### config.mk
export PLATFORM = sky130hd
export DESIGN_NAME = trigger_matcher_flat
export DESIGN_NICKNAME = d
export VERILOG_FILES = /design/src/trig_match_pkg.sv /design/src/trig_link_if.sv /design/src/trigger_matcher.sv /design/src/flat_wrapper.sv
export VERILOG_INCLUDE_DIRS = /design/src
export SDC_FILE = /design/constraint.sdc
export NUM_CORES = 2
export LEC_CHECK = 0
export BUFFER_PORTS_ARGS = -buffer_cell sky130_fd_sc_hd__buf_2
export CORE_MARGIN = 4
export CORE_UTILIZATION = 60
export DETAILED_ROUTE_END_ITERATION = 7
export GPL_ROUTABILITY_DRIVEN = 1
export PLACE_DENSITY = 0.76
export SLEW_MARGIN = 15
export SYNTH_ARGS = -nofsm -noshare
export SYNTH_HDL_FRONTEND = slang
export SYNTH_SLANG_ARGS = --single-unit
### constraint.sdc
create_clock -name core_clk -period 21 [get_ports core_clk]
set_input_delay 4.2 -clock core_clk [delete_from_list [all_inputs] [get_ports core_clk]]
set_output_delay 4.2 -clock core_clk [all_outputs]
set_load 0.1 [all_outputs]
### src/trig_match_cfg.svh
// Constants shared by the trigger matching device and its controller.
// Assumes one core clock at 40 MHz and a synchronous active-high reset.
`ifndef TRIG_MATCH_CFG_SVH
`define TRIG_MATCH_CFG_SVH

// ============================================================
// Timing
`define CLK_PERIOD_NS      25
`define SEARCH_EXTRA       12'h008
`define REJECT_EXTRA       12'h004

// ============================================================
// Configuration reset values
`define ROLL_OVER_RST      12'hFFF
`define COARSE_OFF_RST     12'h000
`define LATENCY_RST        12'h194
`define MATCH_WIN_RST      12'h02B
`define SEARCH_ADD_RST     12'h000
`define CTRL_RST           4'hF

// ============================================================
// Control register bits
`define CTRL_MATCH_BIT     0
`define CTRL_REJECT_BIT    1
`define CTRL_HEADER_BIT    2
`define CTRL_TRAILER_BIT   3

// ============================================================
// Command register bits
`define CMD_TRIG_BIT       0
`define CMD_BUNCH_BIT      1
`define CMD_EVENT_BIT      2

// ============================================================
// Controller register byte offsets and the search field bit position in the window register
`define REG_CTRL           5'h00
`define REG_ROLL           5'h04
`define REG_COARSE         5'h08
`define REG_LATENCY        5'h0C
`define REG_WINDOW         5'h10
`define REG_CMD            5'h14
`define REG_STATUS         5'h18
`define REG_DATA           5'h1C
`define WIN_SEARCH_LSB     16

// ============================================================
// Readout word type codes
`define WORD_HEADER        4'h2
`define WORD_TRAILER       4'h3
`define WORD_HIT           4'h4

`endif

### src/trig_match_pkg.sv
// Types and helper arithmetic for the trigger matching blocks.
// Assumes counters of 12 bits that wrap at a programmed roll-over.
package trig_match_pkg;

	typedef logic [11:0] count_type;
	typedef logic [12:0] wrap_type;

	typedef enum logic [3:0] {
		ST_IDLE = 4'b0001,
		ST_HEAD = 4'b0010,
		ST_SCAN = 4'b0100,
		ST_TAIL = 4'b1000
	} match_state_type;

	// Difference a - b modulo the counter wrap range
	function automatic count_type mod_sub(input count_type a, input count_type b,
			input wrap_type wrap);
		wrap_type d;
		d = {1'b0, a} - {1'b0, b};
		if (a < b) begin
			d = d + wrap;
		end
		return d[11:0];
	endfunction

endpackage

### src/trig_link_if.sv
// Link between the trigger controller and the trigger matching device.
// Assumes both ends run on the same core clock.
interface trig_link_if;

	logic        trig_accept;
	logic        bunch_reset;
	logic        event_reset;
	logic [11:0] roll_over;
	logic [11:0] coarse_offset;
	logic [11:0] trigger_offset;
	logic [11:0] reject_offset;
	logic [11:0] match_window;
	logic [11:0] search_window;
	logic        match_en;
	logic        reject_en;
	logic        header_en;
	logic        trailer_en;
	logic [31:0] rd_data;
	logic        rd_valid;
	logic        rd_ready;
	logic        l1_drop;
	logic        trig_drop;

	modport dev (
		input  trig_accept, bunch_reset, event_reset, roll_over, coarse_offset,
		input  trigger_offset, reject_offset, match_window, search_window,
		input  match_en, reject_en, header_en, trailer_en, rd_ready,
		output rd_data, rd_valid, l1_drop, trig_drop
	);

	modport ctl (
		output trig_accept, bunch_reset, event_reset, roll_over, coarse_offset,
		output trigger_offset, reject_offset, match_window, search_window,
		output match_en, reject_en, header_en, trailer_en, rd_ready,
		input  rd_data, rd_valid, l1_drop, trig_drop
	);

endinterface

### src/trigger_matcher.sv
// Trigger matching device: counters, hit buffer, trigger queue, matching and
// a readout FIFO. Assumes hits and trigger accepts synchronous to core_clk.

// ============================================================
// Readout FIFO
module data_fifo #(
	parameter int WIDTH = 32,
	parameter int DEPTH = 32
) (
	input  wire logic             core_clk,
	input  wire logic             sys_rst,
	input  wire logic             in_valid,
	output logic                  in_ready,
	input  wire logic [WIDTH-1:0] in_data,
	output logic                  out_valid,
	input  wire logic             out_ready,
	output logic [WIDTH-1:0]      out_data
);
	localparam int AW = $clog2(DEPTH);

	logic [WIDTH-1:0] mem [DEPTH];
	logic [AW:0]      wr_reg;
	logic [AW:0]      rd_reg;

	wire         push = in_valid && in_ready;
	wire         pop  = out_valid && out_ready;
	wire [AW:0]  used = wr_reg - rd_reg;

	assign in_ready  = (used != DEPTH[AW:0]);
	assign out_valid = (used != '0);
	assign out_data  = mem[rd_reg[AW-1:0]];

	always_ff @(posedge core_clk) begin
		if (push) begin
			mem[wr_reg[AW-1:0]] <= in_data;
		end
	end

	always_ff @(posedge core_clk) begin
		if (sys_rst) begin
			wr_reg <= '0;
			rd_reg <= '0;
		end else begin
			wr_reg <= wr_reg + {{AW{1'b0}}, push};
			rd_reg <= rd_reg + {{AW{1'b0}}, pop};
		end
	end
endmodule // data_fifo

// ============================================================
// Trigger matching device
module trigger_matcher
	import trig_match_pkg::*;
#(
	parameter int L1_DEPTH   = 64,
	parameter int TQ_DEPTH   = 16,
	parameter int FIFO_DEPTH = 32
) (
	input  wire logic       core_clk,
	input  wire logic       sys_rst,
	trig_link_if.dev        link,
	input  wire logic       hit_valid,
	input  wire logic [4:0] hit_channel,
	input  wire logic [7:0] hit_fine,
	output count_type       coarse_count
);
	localparam int LW = $clog2(L1_DEPTH);
	localparam int QW = $clog2(TQ_DEPTH);

	`include "trig_match_cfg.svh"

	// ============================================================
	// Time counters
	count_type coarse_reg;
	count_type trig_cnt_reg;
	count_type rej_cnt_reg;

	wire wrap_type  wrap = {1'b0, link.roll_over} + 13'h0001;
	wire count_type half = wrap[12:1];

	function automatic count_type cnt_step(input count_type c, input count_type roll);
		return (c == roll) ? 12'h000 : c + 12'h001;
	endfunction

	always_ff @(posedge core_clk) begin
		if (sys_rst) begin
			coarse_reg   <= 12'h000;
			trig_cnt_reg <= 12'h000;
			rej_cnt_reg  <= 12'h000;
		end else if (link.bunch_reset) begin
			coarse_reg   <= link.coarse_offset;
			trig_cnt_reg <= link.trigger_offset;
			rej_cnt_reg  <= link.reject_offset;
		end else begin
			coarse_reg   <= cnt_step(coarse_reg, link.roll_over);
			trig_cnt_reg <= cnt_step(trig_cnt_reg, link.roll_over);
			rej_cnt_reg  <= cnt_step(rej_cnt_reg, link.roll_over);
		end
	end

	assign coarse_count = coarse_reg;

	// ============================================================
	// Level-one hit buffer: {channel, fine, coarse time}
	logic [24:0] l1_mem [L1_DEPTH];
	logic [LW:0] l1_wr_reg;
	logic [LW:0] l1_tail_reg;
	logic        l1_drop_reg;

	wire [LW:0]  l1_used  = l1_wr_reg - l1_tail_reg;
	wire         l1_full  = (l1_used == L1_DEPTH[LW:0]);
	wire         l1_empty = (l1_used == '0);
	wire         l1_push  = hit_valid && !l1_full;
	wire [24:0]  head_ent = l1_mem[l1_tail_reg[LW-1:0]];
	wire count_type head_age = mod_sub(rej_cnt_reg, head_ent[11:0], wrap);

	always_ff @(posedge core_clk) begin
		if (l1_push) begin
			l1_mem[l1_wr_reg[LW-1:0]] <= {hit_channel, hit_fine, coarse_reg};
		end
	end

	// ============================================================
	// Trigger queue of trigger time tags
	count_type   tq_mem [TQ_DEPTH];
	logic [QW:0] tq_wr_reg;
	logic [QW:0] tq_rd_reg;
	logic        tq_drop_reg;

	wire [QW:0] tq_used  = tq_wr_reg - tq_rd_reg;
	wire        tq_full  = (tq_used == TQ_DEPTH[QW:0]);
	wire        tq_empty = (tq_used == '0);
	wire        tq_push  = link.trig_accept && !tq_full;

	always_ff @(posedge core_clk) begin
		if (tq_push) begin
			tq_mem[tq_wr_reg[QW-1:0]] <= trig_cnt_reg;
		end
	end

	// ============================================================
	// Matching state machine
	match_state_type state_reg;
	match_state_type state_next;
	count_type       tag_reg;
	count_type       evid_reg;
	count_type       nhit_reg;
	logic [LW:0]     scan_reg;
	logic [LW:0]     stop_reg;

	wire        fifo_ready;
	wire        st_idle  = (state_reg == ST_IDLE);
	wire        st_head  = (state_reg == ST_HEAD);
	wire        st_scan  = (state_reg == ST_SCAN);
	wire        st_tail  = (state_reg == ST_TAIL);
	wire [24:0] scan_ent = l1_mem[scan_reg[LW-1:0]];
	wire count_type scan_d = mod_sub(scan_ent[11:0], tag_reg, wrap);
	wire        in_win   = (scan_d <= link.match_window);
	wire        past_win = (scan_d > link.search_window) && (scan_d < half);
	wire        scan_end = (scan_reg == stop_reg) || past_win;

	// Without matching, hits stream straight out in arrival order
	wire        pass_out = st_idle && !link.match_en && !l1_empty;
	wire        start    = st_idle && link.match_en && !tq_empty;
	// Stale hits go only while idle so a scan never sees its entries reused
	wire        reject   = st_idle && link.match_en && link.reject_en && !l1_empty
				&& (head_age != 12'h000) && (head_age < half);
	wire        hit_out  = st_scan && !scan_end && in_win;
	wire        hdr_out  = st_head && link.header_en;
	wire        trl_out  = st_tail && link.trailer_en;

	wire        push_valid = pass_out || hit_out || hdr_out || trl_out;
	wire        pushed     = push_valid && fifo_ready;
	wire        head_done  = st_head && (!link.header_en || fifo_ready);
	wire        tail_done  = st_tail && (!link.trailer_en || fifo_ready);
	wire        scan_step  = st_scan && !scan_end && (!in_win || fifo_ready);

	wire [24:0] out_ent = pass_out ? head_ent : scan_ent;
	wire [31:0] hit_word = {`WORD_HIT, 3'h0, out_ent};
	wire [31:0] hdr_word = {`WORD_HEADER, 4'h0, evid_reg, tag_reg};
	wire [31:0] trl_word = {`WORD_TRAILER, 4'h0, evid_reg, nhit_reg};
	wire [31:0] push_data = hdr_out ? hdr_word : (trl_out ? trl_word : hit_word);

	always_comb begin
		state_next = state_reg;
		unique case (state_reg)
			ST_IDLE: begin
				if (start) begin
					state_next = ST_HEAD;
				end
			end
			ST_HEAD: begin
				if (head_done) begin
					state_next = ST_SCAN;
				end
			end
			ST_SCAN: begin
				if (scan_end) begin
					state_next = ST_TAIL;
				end
			end
			ST_TAIL: begin
				if (tail_done) begin
					state_next = ST_IDLE;
				end
			end
			default: begin
				state_next = ST_IDLE;
			end
		endcase
	end

	always_ff @(posedge core_clk) begin
		if (sys_rst) begin
			state_reg <= ST_IDLE;
			tag_reg   <= 12'h000;
			scan_reg  <= '0;
			stop_reg  <= '0;
			nhit_reg  <= 12'h000;
		end else begin
			state_reg <= state_next;
			if (start) begin
				tag_reg  <= tq_mem[tq_rd_reg[QW-1:0]];
				scan_reg <= l1_tail_reg;
				stop_reg <= l1_wr_reg;
				nhit_reg <= 12'h000;
			end else begin
				scan_reg <= scan_reg + {{LW{1'b0}}, scan_step};
				nhit_reg <= nhit_reg + {11'h000, hit_out && pushed};
			end
		end
	end

	always_ff @(posedge core_clk) begin
		if (sys_rst) begin
			l1_wr_reg   <= '0;
			l1_tail_reg <= '0;
			tq_wr_reg   <= '0;
			tq_rd_reg   <= '0;
			evid_reg    <= 12'h000;
			l1_drop_reg <= 1'b0;
			tq_drop_reg <= 1'b0;
		end else begin
			l1_wr_reg   <= l1_wr_reg + {{LW{1'b0}}, l1_push};
			l1_tail_reg <= l1_tail_reg + {{LW{1'b0}}, (pass_out && fifo_ready) || reject};
			tq_wr_reg   <= tq_wr_reg + {{QW{1'b0}}, tq_push};
			tq_rd_reg   <= tq_rd_reg + {{QW{1'b0}}, start};
			// A drop in the clearing cycle is kept
			l1_drop_reg <= (hit_valid && l1_full) || (l1_drop_reg && !link.event_reset);
			tq_drop_reg <= (link.trig_accept && tq_full)
					|| (tq_drop_reg && !link.event_reset);
			if (link.event_reset) begin
				evid_reg <= 12'h000;
			end else if (tail_done) begin
				evid_reg <= evid_reg + 12'h001;
			end
		end
	end

	assign link.l1_drop   = l1_drop_reg;
	assign link.trig_drop = tq_drop_reg;

	// ============================================================
	// Readout buffer, drained by the controller
	data_fifo #(
		.WIDTH (32),
		.DEPTH (FIFO_DEPTH)
	) u_fifo (
		.core_clk  (core_clk),
		.sys_rst   (sys_rst),
		.in_valid  (push_valid),
		.in_ready  (fifo_ready),
		.in_data   (push_data),
		.out_valid (link.rd_valid),
		.out_ready (link.rd_ready),
		.out_data  (link.rd_data)
	);
endmodule // trigger_matcher
### src/flat_wrapper.sv
// flat-port wrapper written by rule: the top's interface ports become plain ports
module trigger_matcher_flat import trig_match_pkg::*;
#(
	parameter int L1_DEPTH   = 64,
	parameter int TQ_DEPTH   = 16,
	parameter int FIFO_DEPTH = 32
)
  (core_clk, sys_rst, hit_valid, hit_channel, hit_fine, coarse_count, link_trig_accept, link_bunch_reset, link_event_reset, link_roll_over, link_coarse_offset, link_trigger_offset, link_reject_offset, link_match_window, link_search_window, link_match_en, link_reject_en, link_header_en, link_trailer_en, link_rd_ready, link_rd_data, link_rd_valid, link_l1_drop, link_trig_drop);
  trig_link_if link_i ();
  input  wire logic core_clk;
  input  wire logic sys_rst;
  input  wire logic hit_valid;
  input  wire logic [4:0] hit_channel;
  input  wire logic [7:0] hit_fine;
  output count_type coarse_count;
  input wire logic [$bits(link_i.trig_accept)-1:0] link_trig_accept;
  input wire logic [$bits(link_i.bunch_reset)-1:0] link_bunch_reset;
  input wire logic [$bits(link_i.event_reset)-1:0] link_event_reset;
  input wire logic [$bits(link_i.roll_over)-1:0] link_roll_over;
  input wire logic [$bits(link_i.coarse_offset)-1:0] link_coarse_offset;
  input wire logic [$bits(link_i.trigger_offset)-1:0] link_trigger_offset;
  input wire logic [$bits(link_i.reject_offset)-1:0] link_reject_offset;
  input wire logic [$bits(link_i.match_window)-1:0] link_match_window;
  input wire logic [$bits(link_i.search_window)-1:0] link_search_window;
  input wire logic [$bits(link_i.match_en)-1:0] link_match_en;
  input wire logic [$bits(link_i.reject_en)-1:0] link_reject_en;
  input wire logic [$bits(link_i.header_en)-1:0] link_header_en;
  input wire logic [$bits(link_i.trailer_en)-1:0] link_trailer_en;
  input wire logic [$bits(link_i.rd_ready)-1:0] link_rd_ready;
  output wire logic [$bits(link_i.rd_data)-1:0] link_rd_data;
  output wire logic [$bits(link_i.rd_valid)-1:0] link_rd_valid;
  output wire logic [$bits(link_i.l1_drop)-1:0] link_l1_drop;
  output wire logic [$bits(link_i.trig_drop)-1:0] link_trig_drop;
  assign link_i.trig_accept = link_trig_accept;
  assign link_i.bunch_reset = link_bunch_reset;
  assign link_i.event_reset = link_event_reset;
  assign link_i.roll_over = link_roll_over;
  assign link_i.coarse_offset = link_coarse_offset;
  assign link_i.trigger_offset = link_trigger_offset;
  assign link_i.reject_offset = link_reject_offset;
  assign link_i.match_window = link_match_window;
  assign link_i.search_window = link_search_window;
  assign link_i.match_en = link_match_en;
  assign link_i.reject_en = link_reject_en;
  assign link_i.header_en = link_header_en;
  assign link_i.trailer_en = link_trailer_en;
  assign link_i.rd_ready = link_rd_ready;
  assign link_rd_data = link_i.rd_data;
  assign link_rd_valid = link_i.rd_valid;
  assign link_l1_drop = link_i.l1_drop;
  assign link_trig_drop = link_i.trig_drop;
  trigger_matcher #(.L1_DEPTH(L1_DEPTH), .TQ_DEPTH(TQ_DEPTH), .FIFO_DEPTH(FIFO_DEPTH)) u_core (.core_clk(core_clk), .sys_rst(sys_rst), .link(link_i), .hit_valid(hit_valid), .hit_channel(hit_channel), .hit_fine(hit_fine), .coarse_count(coarse_count));
endmodule
==> impl_metrics.toml <==
[floorplanning]
core_sq_um = 208000
fp.dieArea_sq_um = 217000
fp.dieH_microns = 466
io_pins = 143
chipWidth_microns = 466
floorplan.initialDensity_pct = 60.5
fp-row-count = 167

[placed_design]
dpl_cell_area_sq_um = 131000
io_buffer_count = 138
post-place-ws_ns = 8.77
placed_cells_incl_taps = 8715
dp_hpwl_mm = 198
gp_congestion = 0.882

[clocking]
clk_pin_slew_worst_paths_ns = 0.06
numCtsBuffers = 300
cts_setup_buffers = 0
cts_sinks = 2816
cts.path.max_buffers = 4
cts-root-buf = "clkbuf_16"
holdBufCountCts = 0
tritoncts = "done"
cts_resized = 0
clk_latency_ns = 0.96
h-tree-depth = 5

[logic_synthesis]
ys_ff_latch = 2816
ys_seq_area_share_pct = 66.2
synthArstFlopShare_pct = 0
synth-main-ff-cell = "edfxtp_1"
yosysWarnings = 0
synth_edf_count = 2688
synthCells = 6031
synth.avg_cell_area_sq_um = 20.8
syn_area_sq_um = 126000
synth.distinct_cells = 80

[worst_setup_path]
end_kind = "register"
critPathRequiredTime_ns = 21.54
arrival_ns = 12.85
path_buf_inv = 3
slowest_delay_ns = 1.32
startpoint_type = "register"
critical_path.top_delay_family = "buffers and inverters"
cp_slowest_cell = "a31oi_4"
worstSetupPathType = "register to register"
path_max_fanout = 69

[global_routing]
grt_usage_pct = 32.4
grt_pass1_vias = 67600
grt_pass1_wl_mm = 497
grt_overflow = 0
antenna_found_initial = 14
grt_max_degree = 136

[min_path]
hold_path_class = "register to register"

[finish]
largest_reg_flops = 1600
layout-drive-gt1-share_pct = 35.9
final_nets = 6462
finish.utilization_pct = 67.5
stdcell_count = 9239
syn_to_final_growth_pct = 11.5
final_cell_area_sq_um = 140000

[drt]
vias_per_cell = 7.31
routed_wirelength_mm = 348
first_pass_iters = 6
drt_iter0_markers = 10300
route.detailed.drc = 0
wl_per_cell_microns = 37.7
drtAntennaViolNets = 0
num_vias = 67500

[timing]
relSlewSlack_pct = 19.3
rsz0062_at_grt = "no"
fin_crit_ns = 12.30
fmax_mhz = 81.3
slew_viol_final = 0
hold_violations = 0
setup_viol = 0
worst_pin_slew_ns = 1.21
holdWs_ns = 0.470
setup_ws_ns = 8.70
period_share_pct = 58.6
tns_ns = 0
fin_skew_ns = 0.0703

[run_status]
outcome = "finished clean"

[flow_run]
drv_cap = 0

[power_and_ir_drop]
power_density_nw_per_um2 = 140
leakage_nw = 42.8
ir_drop_uv = 296
power_mw = 19.6
==> final timing paths <==
path,depth (start not counted),startpoint,slack [ns],to
max,27,u_core.scan_reg[1],8.70,u_core.u_fifo.mem[3][15]
min,2,u_core.link.l1_drop,0.47,u_core.link.l1_drop
max reg2reg,27,u_core.scan_reg[1],8.70,u_core.u_fifo.mem[3][15]
min reg2reg,2,u_core.link.l1_drop,0.47,u_core.link.l1_drop
==> power breakdown <==
part	switching, mW	total, mW	internal (mW)	leakage [nW]
clock network	2.14	5.11	2.97	4.55
logic	4.50	7.33	2.83	13.1
registers	0.162	7.15	6.99	25.2
total	6.80	19.6	12.8	42.8
==> layout make-up <==
class / count / area [sq um]
clock inverters: 148 / 1380
well taps: 2788 / 3490
inverters: 99 / 382
flip-flops and latches: 2816 / 83300
clock buffers: 365 / 7920
diodes: 5 / 12.5
repair buffers: 300 / 2160
fillers: 12800 / 67600
multi-input cells: 2718 / 41500
==> cell usage after synthesis (15+ instances only) <==
| cell | number | area share (%) |
|---|---|---|
| nor2b_1 | 26 | 0.13 |
| a21o_1 | 21 | 0.13 |
| and3_1 | 22 | 0.11 |
| a31oi_2 | 28 | 0.28 |
| a22oi_1 | 48 | 0.29 |
| a21oi_1 | 67 | 0.27 |
| a211oi_1 | 15 | 0.090 |
| o21ai_1 | 29 | 0.12 |
| mux2i_1 | 38 | 0.30 |
| dfxtp_1 | 128 | 2.0 |
| buf_1 | 58 | 0.17 |
| inv_1 | 97 | 0.29 |
| edfxtp_1 | 2688 | 64 |
| mux4_2 | 1390 | 25 |
| nor3_1 | 26 | 0.10 |
| xnor2_1 | 70 | 0.49 |
| mux2_2 | 16 | 0.14 |
| clkbuf_1 | 233 | 0.70 |
| ha_1 | 127 | 1.3 |
| nor2_1 | 253 | 0.76 |
| nand4_1 | 15 | 0.075 |
| xor2_1 | 101 | 0.70 |
| nand2_1 | 172 | 0.51 |
| nand3_1 | 59 | 0.23 |
| nor4_1 | 15 | 0.075 |
| o21ai_0 | 38 | 0.15 |
| buf_2 | 92 | 0.37 |
==> worst reg2reg max path, cell delays in order (launching register included) <==
cell and delay, ns:
dfxtp_4 0.82, buf_4 0.99, buf_4 0.97, buf_4 0.98, mux4_2 0.44, mux4_2 0.51, mux4_2 0.60, ha_1 0.41
nand2_1 0.11, o311ai_2 0.46, a21oi_1 0.18, o21bai_1 0.14, a21oi_1 0.09, xnor2_1 0.22, ha_1 0.30, and4_1 0.22
a21oi_1 0.13, nand3_1 0.17, mux2i_4 0.25, xor2_4 0.21, ha_1 0.33, nand4_1 0.12, nor2_1 0.06, a2111oi_0 0.40
nor2_1 0.14, nor3b_2 0.37, nand3_4 0.87, a31oi_4 1.41
==> cells in the final DEF (no fill, tap or decap), drive strengths merged, types with 5 or more instances in the layout <==
| cell | count |
|---|---|
| mux4 | 1390 |
| nor3b | 6 |
| o21a | 9 |
| nor4 | 16 |
| a211oi | 17 |
| a31oi | 34 |
| ha | 127 |
| nor2b | 26 |
| clkinvlp | 12 |
| or2 | 5 |
| nand3 | 63 |
| o21bai | 5 |
| nor2 | 253 |
| diode | 5 |
| o21ai | 67 |
| or3 | 13 |
| and3 | 23 |
| buf | 300 |
| nand2b | 13 |
| nand2 | 172 |
| xor2 | 103 |
| a31o | 5 |
| a21oi | 67 |
| edfxtp | 2688 |
| o2111ai | 5 |
| nand4 | 15 |
| xnor2 | 70 |
| inv | 105 |
| o31ai | 5 |
| mux2 | 16 |
| dfxtp | 128 |
| nor3 | 26 |
| and2 | 7 |
| clkinv | 106 |
| a21o | 21 |
| a22oi | 48 |
| bufinv | 24 |
| clkbuf | 365 |
| mux2i | 39 |
==> routing by layer <==
layer | global-route usage (%) | wire, microns | part of all wire (%)
met4 | 13.2 | 16800 | 4.8
met5 | 0 | 50 | 0.014
met1 | 45.3 | 122000 | 35
met3 | 7.64 | 41700 | 12
met2 | 50.2 | 167000 | 48
==> cell families after synthesis <==
family / share of synthesized area (%)
AOI/OAI and AO/OA: 1.79
adders and majority gates: 1.33
buffers and inverters: 1.66
and+or+nand+nor: 2.40
muxes: 25.4
other: 0.00298
xor gates and xnor gates: 1.23
DFF: 66.2
Power figures use the tool's default switching activity.
